<file path="src/verilog/lsi_cfg.svh">
// offsets, field positions, reset values and timing in ns of the link status indicator
`ifndef LSI_CFG_SVH
`define LSI_CFG_SVH
`define LSI_ADDR_W          12
`define LSI_ADDR_CTRL       12'h000
`define LSI_ADDR_STAT       12'h004
`define LSI_CTRL_TXEN_BIT   0
`define LSI_CTRL_MODE_LSB   1
`define LSI_CTRL_MODE_MSB   2
`define LSI_CTRL_RESET      32'h00000001
`define LSI_SEG_COUNT       8
`define LSI_LEVEL_MAX       4'h8
`define LSI_RED_TOP         4'h2
`define LSI_ORANGE_TOP      4'h4
`define LSI_TEMP_WARN_DEGC  8'h05
`define LSI_CLK_PERIOD_NS   50
`define LSI_FLASH_HALF_NS   500000000
`define LSI_STAT_BAR_LSB    0
`define LSI_STAT_OLK_LSB    8
`define LSI_STAT_ERR_LSB    10
`define LSI_STAT_CBL_LSB    12
`define LSI_STAT_LAMP_BIT   14
`define LSI_STAT_SW1_BIT    15
`define LSI_STAT_TX_BIT     16
`define LSI_STAT_TMP_LSB    17
`endif

</file>
<file path="src/verilog/lsi_pkg.sv">
// types shared by the link status indicator
package lsi_pkg;
    typedef enum logic [1:0] {
        LSI_OFF    = 2'h0,
        LSI_GREEN  = 2'h1,
        LSI_ORANGE = 2'h2,
        LSI_RED    = 2'h3
    } lsi_color_t;
    typedef enum logic [1:0] {
        LSI_AUTOMATIC_MODE = 2'h0,
        LSI_MANUAL_MODE    = 2'h1,
        LSI_ADJUST_MODE    = 2'h2
    } lsi_mode_t;
endpackage

</file>
<file path="src/verilog/lsi_top.sv">
// link status indicator: panel LEDs, level bar, summary lamp, switching output, APB registers
//
// The implementer's own choices: the APB interface to the registers and the address map.
`timescale 1ns/1ns
`include "lsi_cfg.svh"

module lsi_top #(
    parameter int unsigned FLASH_HALF_CYC = `LSI_FLASH_HALF_NS / `LSI_CLK_PERIOD_NS
) (
    // clock and reset
    input  wire logic                   clk_i,
    input  wire logic                   rst_b_i,
    // apb slave
    input  wire logic                   psel_i,
    input  wire logic                   penable_i,
    input  wire logic                   pwrite_i,
    input  wire logic [`LSI_ADDR_W-1:0] paddr_i,
    input  wire logic [31:0]            pwdata_i,
    input  wire logic [3:0]             pstrb_i,
    output logic      [31:0]            prdata_o,
    output logic                        pready_o,
    output logic                        pslverr_o,
    // link states from the device
    input  wire logic                   optical_link_up_i,
    input  wire logic                   optical_activity_i,
    input  wire logic                   cable_link_up_i,
    input  wire logic                   cable_activity_i,
    input  wire logic                   remote_cable_missing_i,
    input  wire logic                   remote_bar_empty_i,
    input  wire logic [3:0]             rx_level_i,
    // warnings from the device
    input  wire logic [7:0]             temp_excess_degc_i,
    input  wire logic                   laser_prefailure_warning_i,
    input  wire logic                   link_loss_counter_trigger_i,
    // indicators and outputs
    output logic      [1:0]             optical_link_led_o,
    output logic      [1:0]             link_error_led_o,
    output logic      [1:0]             cable_link_led_o,
    output logic      [1:0]             connector_link_activity_led_o,
    output logic      [`LSI_SEG_COUNT-1:0] level_bar_o,
    output logic      [1:0]             temperature_warning_led_o,
    output logic                        status_lamp_o,
    output logic                        switching_output_one_o,
    output logic                        tx_active_o
);

    if (FLASH_HALF_CYC < 2) begin : g_chk
        $error("FLASH_HALF_CYC must be at least 2");
    end

    ////////////////////////////////////////////////////////////////////////////////
    function automatic logic [3:0] lsi_clamp(input logic [3:0] lvl);
        lsi_clamp = (lvl > `LSI_LEVEL_MAX) ? `LSI_LEVEL_MAX : lvl;
    endfunction

    // segment 0 is the lowest red one, 7 the highest green one
    function automatic logic [`LSI_SEG_COUNT-1:0] lsi_bar(input logic [3:0] lvl);
        lsi_bar = '0;
        for (int i = 0; i < `LSI_SEG_COUNT; i++) begin
            lsi_bar[i] = (4'(i) < lvl);
        end
    endfunction

    function automatic lsi_pkg::lsi_color_t lsi_link_color(input logic up, input logic act);
        if (!up) begin
            lsi_link_color = lsi_pkg::LSI_OFF;
        end else if (act) begin
            lsi_link_color = lsi_pkg::LSI_ORANGE;
        end else begin
            lsi_link_color = lsi_pkg::LSI_GREEN;
        end
    endfunction

    ////////////////////////////////////////////////////////////////////////////////
    logic [31:0]          ctrl_ff;
    logic [31:0]          prdata_ff;
    logic                 pready_ff;
    logic                 pslverr_ff;
    logic [31:0]          status_word;
    logic                 apb_setup;
    logic                 apb_access;
    logic                 hit_ctrl;
    logic                 hit_stat;
    lsi_pkg::lsi_mode_t   mode;
    logic                 tx_enable;

    assign apb_setup  = psel_i && !penable_i;
    assign apb_access = psel_i && penable_i && pready_ff;
    assign hit_ctrl   = (paddr_i == `LSI_ADDR_CTRL);
    assign hit_stat   = (paddr_i == `LSI_ADDR_STAT);
    // an undefined mode code is served as manual, the cautious choice
    assign mode       = (ctrl_ff[`LSI_CTRL_MODE_MSB:`LSI_CTRL_MODE_LSB] == 2'h3) ?
                        lsi_pkg::LSI_MANUAL_MODE :
                        lsi_pkg::lsi_mode_t'(ctrl_ff[`LSI_CTRL_MODE_MSB:`LSI_CTRL_MODE_LSB]);
    assign tx_enable  = ctrl_ff[`LSI_CTRL_TXEN_BIT];

    always_ff @(posedge clk_i or negedge rst_b_i) begin
        if (!rst_b_i) begin
            ctrl_ff <= `LSI_CTRL_RESET;
        end else if (apb_access && pwrite_i && hit_ctrl) begin
            for (int b = 0; b < 4; b++) begin
                if (pstrb_i[b]) begin
                    ctrl_ff[b*8 +: 8] <= pwdata_i[b*8 +: 8];
                end
            end
            ctrl_ff[31:`LSI_CTRL_MODE_MSB+1] <= '0;
        end
    end

    // zero wait states; read data and error are prepared in the setup cycle
    always_ff @(posedge clk_i or negedge rst_b_i) begin
        if (!rst_b_i) begin
            pready_ff  <= 1'b0;
            prdata_ff  <= 32'h00000000;
            pslverr_ff <= 1'b0;
        end else begin
            pready_ff <= 1'b1;
            if (apb_setup) begin
                pslverr_ff <= !(hit_ctrl || (hit_stat && !pwrite_i));
                if (pwrite_i) begin
                    prdata_ff <= 32'h00000000;
                end else if (hit_ctrl) begin
                    prdata_ff <= ctrl_ff;
                end else if (hit_stat) begin
                    prdata_ff <= status_word;
                end else begin
                    prdata_ff <= 32'h00000000;
                end
            end
        end
    end

    assign prdata_o  = prdata_ff;
    assign pready_o  = pready_ff;
    assign pslverr_o = pslverr_ff;

    ////////////////////////////////////////////////////////////////////////////////
    logic [3:0] level;
    logic       has_green;
    logic       only_red;
    logic       minimal_margin;
    logic       optical_present;
    logic       temp_warn;
    logic       temp_err;
    logic       any_warning;

    assign level           = lsi_clamp(rx_level_i);
    assign has_green       = (level > `LSI_ORANGE_TOP);
    assign only_red        = (level <= `LSI_RED_TOP);
    assign minimal_margin  = !has_green && !only_red;
    assign optical_present = optical_link_up_i && !only_red;
    assign temp_warn       = (temp_excess_degc_i != 8'h00) &&
                             (temp_excess_degc_i <= `LSI_TEMP_WARN_DEGC);
    assign temp_err        = (temp_excess_degc_i > `LSI_TEMP_WARN_DEGC);
    assign any_warning     = !has_green || temp_warn || temp_err ||
                             laser_prefailure_warning_i ||
                             link_loss_counter_trigger_i;

    // flash divider: one-cycle tick every half period
    logic [31:0] flash_cnt_ff;
    logic        flash_tick;
    logic        flash_phase_ff;

    assign flash_tick = (flash_cnt_ff == FLASH_HALF_CYC - 1);

    always_ff @(posedge clk_i or negedge rst_b_i) begin
        if (!rst_b_i) begin
            flash_cnt_ff <= 32'h00000000;
        end else if (flash_tick) begin
            flash_cnt_ff <= 32'h00000000;
        end else begin
            flash_cnt_ff <= flash_cnt_ff + 32'h00000001;
        end
    end

    always_ff @(posedge clk_i or negedge rst_b_i) begin
        if (!rst_b_i) begin
            flash_phase_ff <= 1'b0;
        end else if (flash_tick) begin
            flash_phase_ff <= !flash_phase_ff;
        end
    end

    ////////////////////////////////////////////////////////////////////////////////
    lsi_pkg::lsi_color_t nxt_optical_led;
    lsi_pkg::lsi_color_t nxt_error_led;
    lsi_pkg::lsi_color_t nxt_cable_led;
    lsi_pkg::lsi_color_t nxt_temp_led;
    logic                nxt_lamp;
    logic                nxt_switch;
    logic                nxt_tx;
    logic                lamp_off;

    assign nxt_optical_led = lsi_link_color(optical_present, optical_activity_i);
    assign nxt_cable_led   = lsi_link_color(cable_link_up_i, cable_activity_i);
    assign nxt_switch      = minimal_margin || only_red;
    assign lamp_off        = only_red || !cable_link_up_i || !tx_enable;

    always_comb begin
        // own faults outrank the opposite device's report
        if (!cable_link_up_i || !has_green && only_red || level <= `LSI_RED_TOP) begin
            nxt_error_led = lsi_pkg::LSI_RED;
        end else if (remote_cable_missing_i || remote_bar_empty_i) begin
            nxt_error_led = lsi_pkg::LSI_ORANGE;
        end else begin
            nxt_error_led = lsi_pkg::LSI_OFF;
        end
    end

    always_comb begin
        nxt_tx = tx_enable && optical_link_up_i && !only_red;
        if (minimal_margin && mode != lsi_pkg::LSI_AUTOMATIC_MODE) begin
            nxt_tx = 1'b0;
        end
    end

    always_comb begin
        if (lamp_off) begin
            nxt_lamp = 1'b0;
        end else if (any_warning) begin
            nxt_lamp = flash_phase_ff;
        end else begin
            nxt_lamp = 1'b1;
        end
    end

    always_comb begin
        if (temp_err) begin
            nxt_temp_led = lsi_pkg::LSI_RED;
        end else if (temp_warn) begin
            nxt_temp_led = lsi_pkg::LSI_ORANGE;
        end else begin
            nxt_temp_led = lsi_pkg::LSI_OFF;
        end
    end

    ////////////////////////////////////////////////////////////////////////////////
    always_ff @(posedge clk_i or negedge rst_b_i) begin
        if (!rst_b_i) begin
            optical_link_led_o            <= lsi_pkg::LSI_OFF;
            link_error_led_o              <= lsi_pkg::LSI_OFF;
            cable_link_led_o              <= lsi_pkg::LSI_OFF;
            connector_link_activity_led_o <= lsi_pkg::LSI_OFF;
            temperature_warning_led_o     <= lsi_pkg::LSI_OFF;
        end else begin
            optical_link_led_o            <= nxt_optical_led;
            link_error_led_o              <= nxt_error_led;
            cable_link_led_o              <= nxt_cable_led;
            connector_link_activity_led_o <= nxt_cable_led;
            temperature_warning_led_o     <= nxt_temp_led;
        end
    end

    always_ff @(posedge clk_i or negedge rst_b_i) begin
        if (!rst_b_i) begin
            level_bar_o <= '0;
        end else begin
            level_bar_o <= lsi_bar(level);
        end
    end

    // transmission is held off during reset until the link state is known
    always_ff @(posedge clk_i or negedge rst_b_i) begin
        if (!rst_b_i) begin
            status_lamp_o          <= 1'b0;
            switching_output_one_o <= 1'b0;
            tx_active_o            <= 1'b0;
        end else begin
            status_lamp_o          <= nxt_lamp;
            switching_output_one_o <= nxt_switch;
            tx_active_o            <= nxt_tx;
        end
    end

    always_comb begin
        status_word = 32'h00000000;
        status_word[`LSI_STAT_BAR_LSB +: `LSI_SEG_COUNT] = level_bar_o;
        status_word[`LSI_STAT_OLK_LSB +: 2]  = optical_link_led_o;
        status_word[`LSI_STAT_ERR_LSB +: 2]  = link_error_led_o;
        status_word[`LSI_STAT_CBL_LSB +: 2]  = cable_link_led_o;
        status_word[`LSI_STAT_LAMP_BIT]      = status_lamp_o;
        status_word[`LSI_STAT_SW1_BIT]       = switching_output_one_o;
        status_word[`LSI_STAT_TX_BIT]        = tx_active_o;
        status_word[`LSI_STAT_TMP_LSB +: 2]  = temperature_warning_led_o;
    end
endmodule // lsi_top

</file>
<file path="config.mk">
export PLATFORM = sky130hd
export DESIGN_NAME = lsi_top
export DESIGN_NICKNAME = d
export VERILOG_FILES = /design/src/verilog/lsi_pkg.sv /design/src/verilog/lsi_top.sv
export VERILOG_INCLUDE_DIRS = /design/src /design/src/verilog
export SDC_FILE = /design/constraint.sdc
export NUM_CORES = 1
export LEC_CHECK = 0
export BUFFER_PORTS_ARGS = -buffer_cell sky130_fd_sc_hd__buf_2
export CAP_MARGIN = 25
export CORE_MARGIN = 10
export CORE_UTILIZATION = 48
export DETAILED_ROUTE_END_ITERATION = 10
export HOLD_SLACK_MARGIN = 0.06
export PLACE_DENSITY = 0.86
export SLEW_MARGIN = 30
export SYNTH_ARGS = -nofsm -noshare
export SYNTH_HDL_FRONTEND = slang
export SYNTH_SLANG_ARGS = --single-unit
</file>
<file path="constraint.sdc">
create_clock -name clk_i -period 2.4 [get_ports clk_i]
set_clock_uncertainty 0.2 [all_clocks]
set_input_delay 0.12 -clock clk_i [delete_from_list [all_inputs] [get_ports clk_i]]
set_output_delay 0.12 -clock clk_i [all_outputs]
set_load 0.01 [all_outputs]
</file>
==> summary.md, run 1 <==
| Metric | Value |
|---|---|
| Outcome | finished, final reports clean |
| Fin nets | 483 |
| Total GRT Usage | 18.73% |
| Post-synthesis adder-cell area fraction | 0.3843% |
| P&R area growth vs syn | 31.63% |
| Buffer depth of the longest clock path | 2 |
| Post-synthesis mux area share | under 10% |
| Final antenna-violating net count | 0 |
| Register area share after synthesis | 58.46% |
| Final setup violation count | 0 |
| Number of buffers created by CTS | 9 |
| CTS tree | built |
| YS warnings | 0 |
| Worst-skew pair later-pin latency | 350 ps |
| Slowest-stage cell, CP | or4b_1 |
| Crit path cell chain | dlygate4sd3_1 > buf_2 > nor4_1 > nand3_1 > or4b_1 > mux2_2 |
| CP top delay family | simple AND/OR/NAND/NOR gates |
| Syn Inst Count | 284 |
| Full die area | 10480 um2 |
| Port Buf Inserts | 82 |
| DRC | 0 |
| Initial DRC Count | 183 |
| Fillers | 441 |
| Number of enable flip-flop cells after synthesis | 0 |
| Vias per cell | 5.758 |
| Worst Setup End Kind | register |
| XOR/XNOR Fraction of Synth Area | 7.264% |
| Antenna violations before repair | 1 |
| Top FF cell, synth | dfrtp_1 |
| Largest net degree at the start of global routing | 77 |
| Initial Util | approximately half |
| Seq cells post-synth | between 70 and 80 |
| Final hold viol count | 0 |
| Data arrival time of the critical path | between 2000 and 2500 ps |
| Site row count | 29 |
| Overall power | 2.490 mW |
| Crit path launch type | primary input |
| Synth top area cells | dfrtp_1, xnor2_1, a22o_1, buf_4, nor4_1 |
| Post-DP HPWL | 5873 um |
| Max Cap Violations | 0 |
| Top-area cell type share of the netlist area | 57.65% |
| Highest Signal Layer | met4 |
| Die H | ~100 um |
| Simple-Gate Fraction of Synth Area | 18.56% |
| Chip Width | 102.4 um |
| RSZ-0062 raised after global routing | false |
| FF-to-FF path depth | 5 |
| Synth Area in Compound Gates | 7.994% |
| Synth area leader | dfrtp_1 |
| Vias in the first global route | 2966 |
| Post-route insts no fill | 492 |
| RR Endpoint | flash_cnt_ff[28]$_DFF_PN0_ |
| Routed len/inst | 18.92 um |
| First-pass GRT wire length | approximately 15000 um |
| Drt pass-1 iters | 5 |
| Total grt overflow | 0 |
| Worst vdd ir | 0.4532 mV |
| Top Ports | 128 |
| Count leader, synth | dfrtp_1 |
| Pwr/cell area | 581.2 nW/um2 |
| CP Max Fanout | 3 |
| HP Class | primary input to asynchronous set/reset pin |
| Post-Place Cell Area | 3765 um2 |
| CP peak stage delay | 620 ps |
| Sinks on Clock Net | 76 |
| Setup TNS Final | 0 ps |
| Clock-pin slew on the worst setup and hold paths | 90 ps |
| Mapped cell area | 3256 um2 |
| Largest family of logic cells by synthesized area | simple AND/OR/NAND/NOR gates |
| Pin slew with the least headroom to its limit | around 860 ps |
| Final wirelength | just over 9000 um |
| Crit share post-route | 91.06% |
| Routed wl met2 | 4809 um |
| Asr flop ratio synth | 100.0% |
| R2R Setup Slk | 220 ps |
| Clock Tree Root | clkbuf_8 |
| Slew Viols, Final | 0 |
| Met3 wire length | 709 um |
| LEAKAGE | 2.087 nW |
| Share of cells above drive strength 1 | 28.74% |
| H-tree depth | 3 |
| Crit path kind | primary input to register |
| CP bufs+invs | 2 |
| Yosys cell types | 42 |
| Reg-to-Reg Start | flash_cnt_ff[0]$_DFF_PN0_ |
| Syn avg cell area | between 10 and 15 um2 |
| Fmax | about 460 MHz |
| Slew margin rel. | 42.69% |
| Post-placement cell count | around 440 |
| Post-route cell area | between 4000 and 5000 um2 |
| Period minus WS final | about 2200 ps |
| Met1 wire length | ~3400 um |
| Vias after detailed routing | 2833 |
| Core ar. | roughly 6500 um2 |
| Commonest cells post-synth | dfrtp_1, xnor2_1, a22o_1, nand2_1, nor2_1 |
| Worst EP required | 2440 ps |
| Placer's final routability congestion estimate | between 0.8 and 0.9 |
==> registers in the layout, indices dropped and copies added (netlist names), 2 cells and up <==
register	cells
link_error_led_o	2
temperature_warning_led_o	2
prdata_o	19
optical_link_led_o	2
level_bar_o	8
flash_cnt_ff	32
ctrl_ff	3
connector_link_activity_led_o	2
==> worst max-delay path by stage <==
| stage | from | end | slack [ps] | cells past startpoint |
|---|---|---|---|---|
| after floorplan | flash_cnt_ff[0]$_DFF_PN0_ | flash_cnt_ff[26]$_DFF_PN0_ | 400 | 5 |
| after global placement | flash_cnt_ff[0]$_DFF_PN0_ | flash_cnt_ff[28]$_DFF_PN0_ | 290 | 5 |
| after detailed placement | flash_cnt_ff[0]$_DFF_PN0_ | flash_cnt_ff[28]$_DFF_PN0_ | 200 | 5 |
| after CTS | flash_cnt_ff[0]$_DFF_PN0_ | flash_cnt_ff[28]$_DFF_PN0_ | 220 | 5 |
| after global routing | flash_cnt_ff[0]$_DFF_PN0_ | flash_cnt_ff[20]$_DFF_PN0_ | 110 | 5 |
| final | paddr_i[1] | ctrl_ff[1]$_DFFE_PN0P_ | 210 | 6 |
==> repair_timing <==
item	4_1_cts	5_1_grt
hold buffers	31	0
hold endpoints to repair	102	0
buffers inserted	0	0
resized for setup	0	0
==> report_power, final <==
group | leakage (nW) | internal [mW] | switching (mW) | total [mW]
logic | 0.992 | 0.0786 | 0.0997 | 0.178
clock network | 0.107 | 0.518 | 0.489 | 1.01
registers | 0.988 | 1.30 | 0.0101 | 1.31
==> cells in the final DEF (no fill, tap or decap), types with 2 or more instances in the layout <==
cell,Yosys,layout
o21ai_0,8,8
xor2_1,6,6
dfrtp_1,75,75
a21o_1,2,2
nand4_1,13,13
dlygate4sd3_1,0,31
mux2_2,3,3
clkinv_4,0,2
a21oi_1,6,6
buf_2,2,82
buf_4,15,11
or3_1,4,4
nor4b_1,2,2
and2_1,2,2
or4_1,2,2
nand2_1,16,16
mux2i_1,3,3
inv_6,0,2
conb_1,2,14
a22o_1,16,16
nor4_1,15,15
nor2_1,16,16
clkbuf_8,0,10
xnor2_1,21,21
and4_1,2,2
nor2b_1,2,2
and3_1,6,6
or2_2,2,2
inv_1,6,6
nand3_1,13,13
nor3_1,4,4
==> cell families (layout without fill, tap and decap cells) <==
logic type,after synthesis,count (layout)
flops,76,76
other cells,2,15
buf+inv,29,147
mux,6,6
xor+xnor,27,27
simple gates,107,107
compound gates,36,36
fa+ha+maj,1,1
==> cell type report <==
| type | count | area, um2 | area share, % |
|---|---|---|---|
| flip-flops and latches | 76 | 1903 | 44.41 |
| multi-input cells | 191 | 1230 | 28.70 |
| well taps | 77 | 96.34 | 2.248 |
| clock inverters | 6 | 70.07 | 1.635 |
| repair buffers | 125 | 823.3 | 19.21 |
| inverters | 6 | 22.52 | 0.5255 |
| diodes | 1 | 2.502 | 0.05839 |
| clock buffers | 10 | 137.6 | 3.212 |
==> tightest hold or removal path, cell delays in order <==
cell           delay (ps)
dlygate4sd3_1         530
buf_2                 120
buf_12                330
==> stage by stage <==
stage | hold WS [ps] | util [%] | setup WS [ps]
global placement | -23.45 | 58.29 | 292.0
global route | 152.7 | 66.35 | 105.3
finish | 136.9 | 66.35 | 214.5
CTS | 107.4 | 66.31 | 220.9
detailed placement | -23.29 | 58.29 | 204.8
floorplan | -375.6 | - | 395.0
==> per-layer routing <==
layer  global-route usage (%)  vias up
met5                        0        -
li1                         -     1248
met4                    9.544        0
met1                    20.21     1390
met3                    5.466       31
met2                    32.79      164
Note: power is estimated with default switching activity, not from simulation.
==> inputs of run 2 (changes only) <==
--- a/config.mk
+++ b/config.mk
@@ -9,10 +9,11 @@
 export BUFFER_PORTS_ARGS = -buffer_cell sky130_fd_sc_hd__buf_2
 export CAP_MARGIN = 25
 export CORE_MARGIN = 10
-export CORE_UTILIZATION = 48
+export CORE_UTILIZATION = 47
 export DETAILED_ROUTE_END_ITERATION = 10
 export HOLD_SLACK_MARGIN = 0.06
-export PLACE_DENSITY = 0.86
+export PLACE_DENSITY = 0.85
+export RECOVER_POWER = 25
 export SLEW_MARGIN = 30
 export SYNTH_ARGS = -nofsm -noshare
 export SYNTH_HDL_FRONTEND = slang
==> run 2 against run 1 <==
  * The run now ends with max-capacitance violations, max-slew violations left
  * Final cell count up 0.41%
  * Clock power about the same
  * Die area up 1.7%
  * Design area down 0.41%
  * Register-to-register slack worse by 80 ps
==> summary.md, run 2 (synthesized netlist as in run 1, its figures left out) <==
| Metric | Value |
|---|---|
| Hold buffer count at CTS | 33 (+6.5%) |
| Clock Tree Root | clkbuf_8 |
| Share of cells above drive strength 1 | 27.78% (-0.97 points) |
| Vias after detailed routing | 2820 (-0.46%) |
| Most frequent cells in the layout | buf_2, dfrtp_1, dlygate4sd3_1, xnor2_1 |
| Initial DRC Count | 204 (+11%) |
| Max Cap Violations | 1 (+1) |
| Final wirelength | 9703 um (+4.2%) |
| Buffer depth of the longest clock path | 2 (unchanged) |
| P&R area growth vs syn | 31.09% |
| Post-DP HPWL | 5966 um (+1.6%) |
| Slew margin rel. | -7.402% (-50 points) |
| Register share of total power | 52.8% (+0.4 points) |
| RSZ-0062 raised after global routing | false |
| Site row count | 30 (+3.4%) |
| Routed len/inst | 19.64 um (+3.8%) |
| Clock-pin slew on the worst setup and hold paths | 80 ps (about the same) |
| Pwr/cell area | 580.6 nW/um2 (-0.10%) |
| Largest net degree at the start of global routing | 77 (unchanged) |
| Die H | 103.2 um (+0.85%) |
| Pin slew with the least headroom to its limit | 1611 ps (+751.4 ps) |
| LEAKAGE | 2.063 nW (-1.2%) |
| Violated checks | max-capacitance violations, max-slew violations |
| Drt pass-1 iters | 4 (-1) |
| Number of buffers created by CTS | 9 (unchanged) |
| CTS tree | built |
| Top Ports | 128 (unchanged) |
| ANT cells | 0 (-1) |
| Switching power | 0.6138 mW (+2.5%) |
| Total GRT Usage | 18.27% (-0.47 points) |
| Sinks on Clock Net | 76 (unchanged) |
| Vias in the first global route | 2954 (-0.40%) |
| Worst-skew pair later-pin latency | 350 ps (about the same) |
| Core ar. | 6756 um2 (+4.6%) |
| Chip Width | 103.2 um (+0.85%) |
| Antenna violations before repair | 0 (-1) |
| H-tree depth | 3 (unchanged) |
| Post-route insts no fill | 494 (+0.41%) |
| Worst vdd ir | 0.2575 mV (-43%) |
| Setup bufs post-CTS | 0 (unchanged) |
| Worst EP required | 2440 ps (about the same) |
| Final antenna-violating net count | 0 (unchanged) |
| Crit share post-route | 97.05% (+6.0 points) |
| Period minus WS final | 2329 ps (+143.6 ps) |
| CP Max Fanout | 2 (-1) |
| Data arrival time of the critical path | 2360 ps (+140 ps) |
| Initial Util | 48.19% (-2.2 points) |
| Fin nets | 483 (unchanged) |
| Worst Setup End Kind | register |
| Post-placement cell count | 445 (+0.23%) |
| # resized after CTS | 0 (unchanged) |
| Full die area | 10660 um2 (+1.7%) |
| First-pass GRT wire length | 15100 um (-0.32%) |
| Combinational share of power | 7.2% (about the same) |
| Biggest register | flash_cnt_ff |
| Internal | 1.864 mW (-1.5%) |
| Commonest non-fill, non-tap cell in the layout | buf_2 |
| Total grt overflow | 0 (unchanged) |
| Final setup violation count | 0 (unchanged) |
| Setup TNS Final | 0 ps (unchanged) |
| Slew Viols, Final | 77 (+77) |
| Outcome | finished, violations left |
| Vias per cell | 5.709 (-0.86%) |
| Clock network power share | 40.1% (-0.3 points) |
| Final hold viol count | 0 (unchanged) |
| Sw frac | 24.77% (+0.74 points) |
| Crit path launch type | primary input |
| Fmax | 429.3 MHz (-6.2%) |
| Port Buf Inserts | 82 (unchanged) |
| HP Class | primary input to register |
| Crit path kind | primary input to register |
| DRC | 0 (unchanged) |
| Max reg flops | 32 (unchanged) |
| Placer's final routability congestion estimate | 0.8671 (-1.9%) |
==> run 2: stage by stage <==
step | hold WS (ps) | power, mW | cell area (um2) | util (%) | setup WS [ps]
2_1_floorplan | -375.6 | 1.392 | 3301 | - | 395.0
3_3_place_gp | -20.40 | 1.464 | 3754 | 55.56 | 305.9
3_5_place_dp | -18.74 | 1.469 | 3754 | 55.56 | 187.3
4_1_cts | 102.1 | 2.474 | 4284 | 63.41 | 169.3
5_1_grt | 148.6 | 2.563 | 4268 | 63.17 | 27.47
6_report | 150.3 | 2.478 | 4268 | 63.17 | 70.88
==> run 2: worst max-delay path, cell delays in order <==
cell	delay, ps
dlygate4sd3_1	550
buf_2	140
nor4_1	340
dlygate4sd3_1	600
nand2_1	60
dlygate4sd3_1	560
==> run 2: layout make-up <==
class | instances | area (um2)
fillers | 507 | 2489
well taps | 80 | 100.1
multi-input cells | 191 | 1230
inverters | 6 | 22.52
clock buffers | 10 | 127.6
clock inverters | 6 | 72.57
flip-flops and latches | 76 | 1903
repair buffers | 125 | 812.0
==> run 2: power groups by stage <==
| stage | sequential, mW | combinational, mW | clock [mW] |
|---|---|---|---|
| after floorplan | 1.34 | 0.0540 | 0 |
| after global placement | 1.33 | 0.135 | 0 |
| after detailed placement | 1.33 | 0.138 | 0 |
| after CTS | 1.31 | 0.174 | 0.995 |
| after global routing | 1.31 | 0.194 | 1.06 |
| final | 1.31 | 0.178 | 0.993 |
==> run 2: final timing paths <==
path	from	to	slack, ps	cells after the start
setup / recovery	temp_excess_degc_i[7]	temperature_warning_led_o[0]$_DFF_PN0_	70	6
hold / removal	psel_i	ctrl_ff[1]$_DFFE_PN0P_	150	4
setup reg to reg	flash_cnt_ff[0]$_DFF_PN0_	flash_cnt_ff[28]$_DFF_PN0_	140	5
hold reg to reg	flash_cnt_ff[31]$_DFF_PN0_	flash_cnt_ff[31]$_DFF_PN0_	280	1
max in group asynchronous	rst_b_i	flash_cnt_ff[23]$_DFF_PN0_	410	3
min in group asynchronous	rst_b_i	prdata_o[7]$_DFFE_PN0P_	630	3
==> run 2: per-layer routing <==
metal,GRT usage (%),vias to the layer above,part of all wire (%)
met1,19.22,1376,36
met2,32.62,159,51
li1,-,1245,-
met3,5.581,40,9.4
met5,0,-,0
met4,8.556,0,3.7
==> inputs of run 3 (changes only) <==
==> constraint.sdc (replaced) <==
create_clock -name clk_i -period 2.25 [get_ports clk_i]
set_clock_uncertainty 0.2 [all_clocks]
set_input_delay 0.1125 -clock clk_i [delete_from_list [all_inputs] [get_ports clk_i]]
set_output_delay 0.1125 -clock clk_i [all_outputs]
set_load 0.01 [all_outputs]
==> run 3 against run 2 <==
  * The flow finishes with violations (negative setup slack)
  * Routed wire length up 4.6%
  * Global-route usage is 0.25 points higher
  * Sequential power grew 6%
  * Combinational power is 19% higher
  * Clock-buffer cell count is 1 lower
  * Core utilization increased by 1.7 points
  * Non-clock buffer count grew 7
  * Sequential cell count stayed put
  * Critical path depth is the same
  * Worst setup slack worse by 72 ps
==> summary.md, run 3 (synthesized netlist as in run 1, its figures left out) <==
| Metric | Value |
|---|---|
| Register share of total power | 51.8% (-1.0 points) |
| Max Cap Violations | 0 (-1) |
| Chip Width | 103.2 um (unchanged) |
| FF-to-FF path depth | 5 (unchanged) |
| Routed len/inst | 20.25 um (+3.1%) |
| Buffer depth of the longest clock path | 2 (unchanged) |
| Hold-critical path depth | 4 (unchanged) |
| Port Buf Inserts | 82 (unchanged) |
| Slew Viols, Final | 0 (-100%) |
| Antenna violations before repair | 0 (unchanged) |
| Fin util | 64.91% (+1.7 points) |
| HP Class | primary input to register |
| Worst vdd ir | 0.2723 mV (+5.8%) |
| Crit share post-route | 100.1% |
| Setup WS pre-CTS | 131.3 ps (-56.02 ps) |
| Slew margin rel. | 33.31% (+41 points) |
| Total GRT Usage | 18.51% (+0.25 points) |
| Post-route insts no fill | 501 (+1.4%) |
| Biggest register | flash_cnt_ff |
| Setup ws final | -1.132 ps (-72.01 ps) |
| Internal | 2.003 mW (+7.5%) |
| Final setup violation count | 1 (+1) |
| First-pass GRT wire length | 15200 um (+0.64%) |
| Clock Tree Root | clkbuf_8 |
| Met3 wire length | 913 um (+0.22%) |
| Post-route cell area | 4385 um2 (+2.8%) |
| Switching power | 0.6905 mW (+12%) |
| Total grt overflow | 0 (unchanged) |
| DRC | 0 (unchanged) |
| Routed wl met2 | 5100 um (+3.2%) |
| Final wirelength | 10150 um (+4.6%) |
| ANT cells | 0 (unchanged) |
| Most frequent cells in the layout | buf_2, dfrtp_1, dlygate4sd3_1, xnor2_1 |
| Initial DRC Count | 156 (-24%) |
| Final antenna-violating net count | 0 (unchanged) |
| Met1 wire length | 3723 um (+6.8%) |
| Largest net degree at the start of global routing | 77 (unchanged) |
| Fmax | about 440 MHz |
| Initial Util | 48.19% (unchanged) |
| Post-DP HPWL | 5968 um (about the same) |
| Full die area | 10660 um2 (unchanged) |
| Pin slew with the least headroom to its limit | 1000 ps (-610.7 ps) |
| Commonest non-fill, non-tap cell in the layout | buf_2 |
| Sw frac | 25.64% (+0.86 points) |
| Hold WS | 109.9 ps (-40.41 ps) |
| Drt pass-1 iters | 4 (unchanged) |
| Vias per cell | 5.681 (-0.49%) |
| Crit path kind | primary input to register |
| CTS tree | built |
| CP Max Fanout | 3 (+1) |
| Worst Setup End Kind | register |
| Multi-input logic area | 1271 um2 (+3.4%) |
| Period minus WS final | 2251 ps |
| Clock network power share | 40.4% (+0.3 points) |
| Vias in the first global route | 2932 (-0.74%) |
| P&R area growth vs syn | 34.70% |
| Site row count | 30 (unchanged) |
| Final hold viol count | 0 (unchanged) |
| Core ar. | 6756 um2 (unchanged) |
| Worst EP required | 2290 ps (-150 ps) |
| Combinational share of power | 7.8% (+0.6 points) |
| Outcome | finished, violations left |
| Post-placement cell count | 447 (+0.45%) |
| LEAKAGE | 2.103 nW (+2.0%) |
| Max reg flops | 32 (unchanged) |
| Fin nets | 490 (+1.4%) |
| Crit path launch type | primary input |
| Worst-skew pair later-pin latency | 350 ps (about the same) |
| Post-Place Cell Area | 3769 um2 (+0.40%) |
| Sinks on Clock Net | 76 (unchanged) |
| Setup TNS Final | -1.132 ps (-1.132 ps) |
| H-tree depth | 3 (unchanged) |
| Share of cells above drive strength 1 | 29.45% (+1.7 points) |
| Overall power | 2.693 mW (+8.7%) |
| Top Ports | 128 (unchanged) |
| Clock-pin slew on the worst setup and hold paths | 90 ps (about the same) |
| Die H | 103.2 um (unchanged) |
| Violated checks | negative setup slack |
| Fillers | 460 (-9.3%) |
| Reg area | 1903 um2 (unchanged) |
| Data arrival time of the critical path | 2290 ps (-70 ps) |
| Highest Signal Layer | met4 |
| Placer's final routability congestion estimate | 0.8154 (-6.0%) |
| Number of buffers created by CTS | 9 (unchanged) |
| Vias after detailed routing | 2846 (+0.92%) |
| Pwr/cell area | 614.2 nW/um2 (+5.8%) |
[run 3: repair_timing]
item	CTS	global route
gates resized for setup	0	7
hold buffers	38	0
endpoints found under the hold margin	102	0
setup endpoints to repair	0	22
buffers inserted	0	1
[run 3: final cells by class]
| cell class | count | share of cell area [%] |
|---|---|---|
| Clock buffer | 9 | 2.825 |
| Sequential cell | 76 | 43.40 |
| Tap cell | 80 | 2.282 |
| Clock inverter | 7 | 1.883 |
| Timing Repair Buffer | 132 | 20.11 |
| Multi-Input combinational cell | 191 | 28.99 |
| Inverter | 6 | 0.5136 |
[run 3: worst paths after layout]
check / end / slack (ps) / start
max in group asynchronous: flash_cnt_ff[5]$_DFF_PN0_ / 820 / rst_b_i
min in group asynchronous: prdata_o[7]$_DFFE_PN0P_ / 390 / rst_b_i
min: prdata_o[2]$_DFFE_PN0P_ / 110 / psel_i
max reg2reg: flash_cnt_ff[20]$_DFF_PN0_ / 170 / flash_cnt_ff[0]$_DFF_PN0_
min reg2reg: flash_cnt_ff[0]$_DFF_PN0_ / 280 / flash_cnt_ff[0]$_DFF_PN0_
max: ctrl_ff[1]$_DFFE_PN0P_ / -1 / paddr_i[5]
[run 3: power by group through the flow]
stage | combinational [mW] | sequential, mW | clock [mW]
floorplan | 0.0576 | 1.43 | 0
global placement | 0.144 | 1.42 | 0
detailed placement | 0.148 | 1.42 | 0
CTS | 0.195 | 1.39 | 1.09
global route | 0.227 | 1.40 | 1.16
finish | 0.211 | 1.39 | 1.09
[run 3: critical path: stages]
cell and delay, ps:
dlygate4sd3_1 550, buf_2 150, nor4_4 350, nand3_1 190
or4b_1 620, mux2_2 310
[run 3: routing by layer]
layer,GRT usage (%),up-vias
met5,0,-
met4,7.914,0
met3,6.445,33
met2,32.47,168
met1,19.79,1388
li1,-,1257
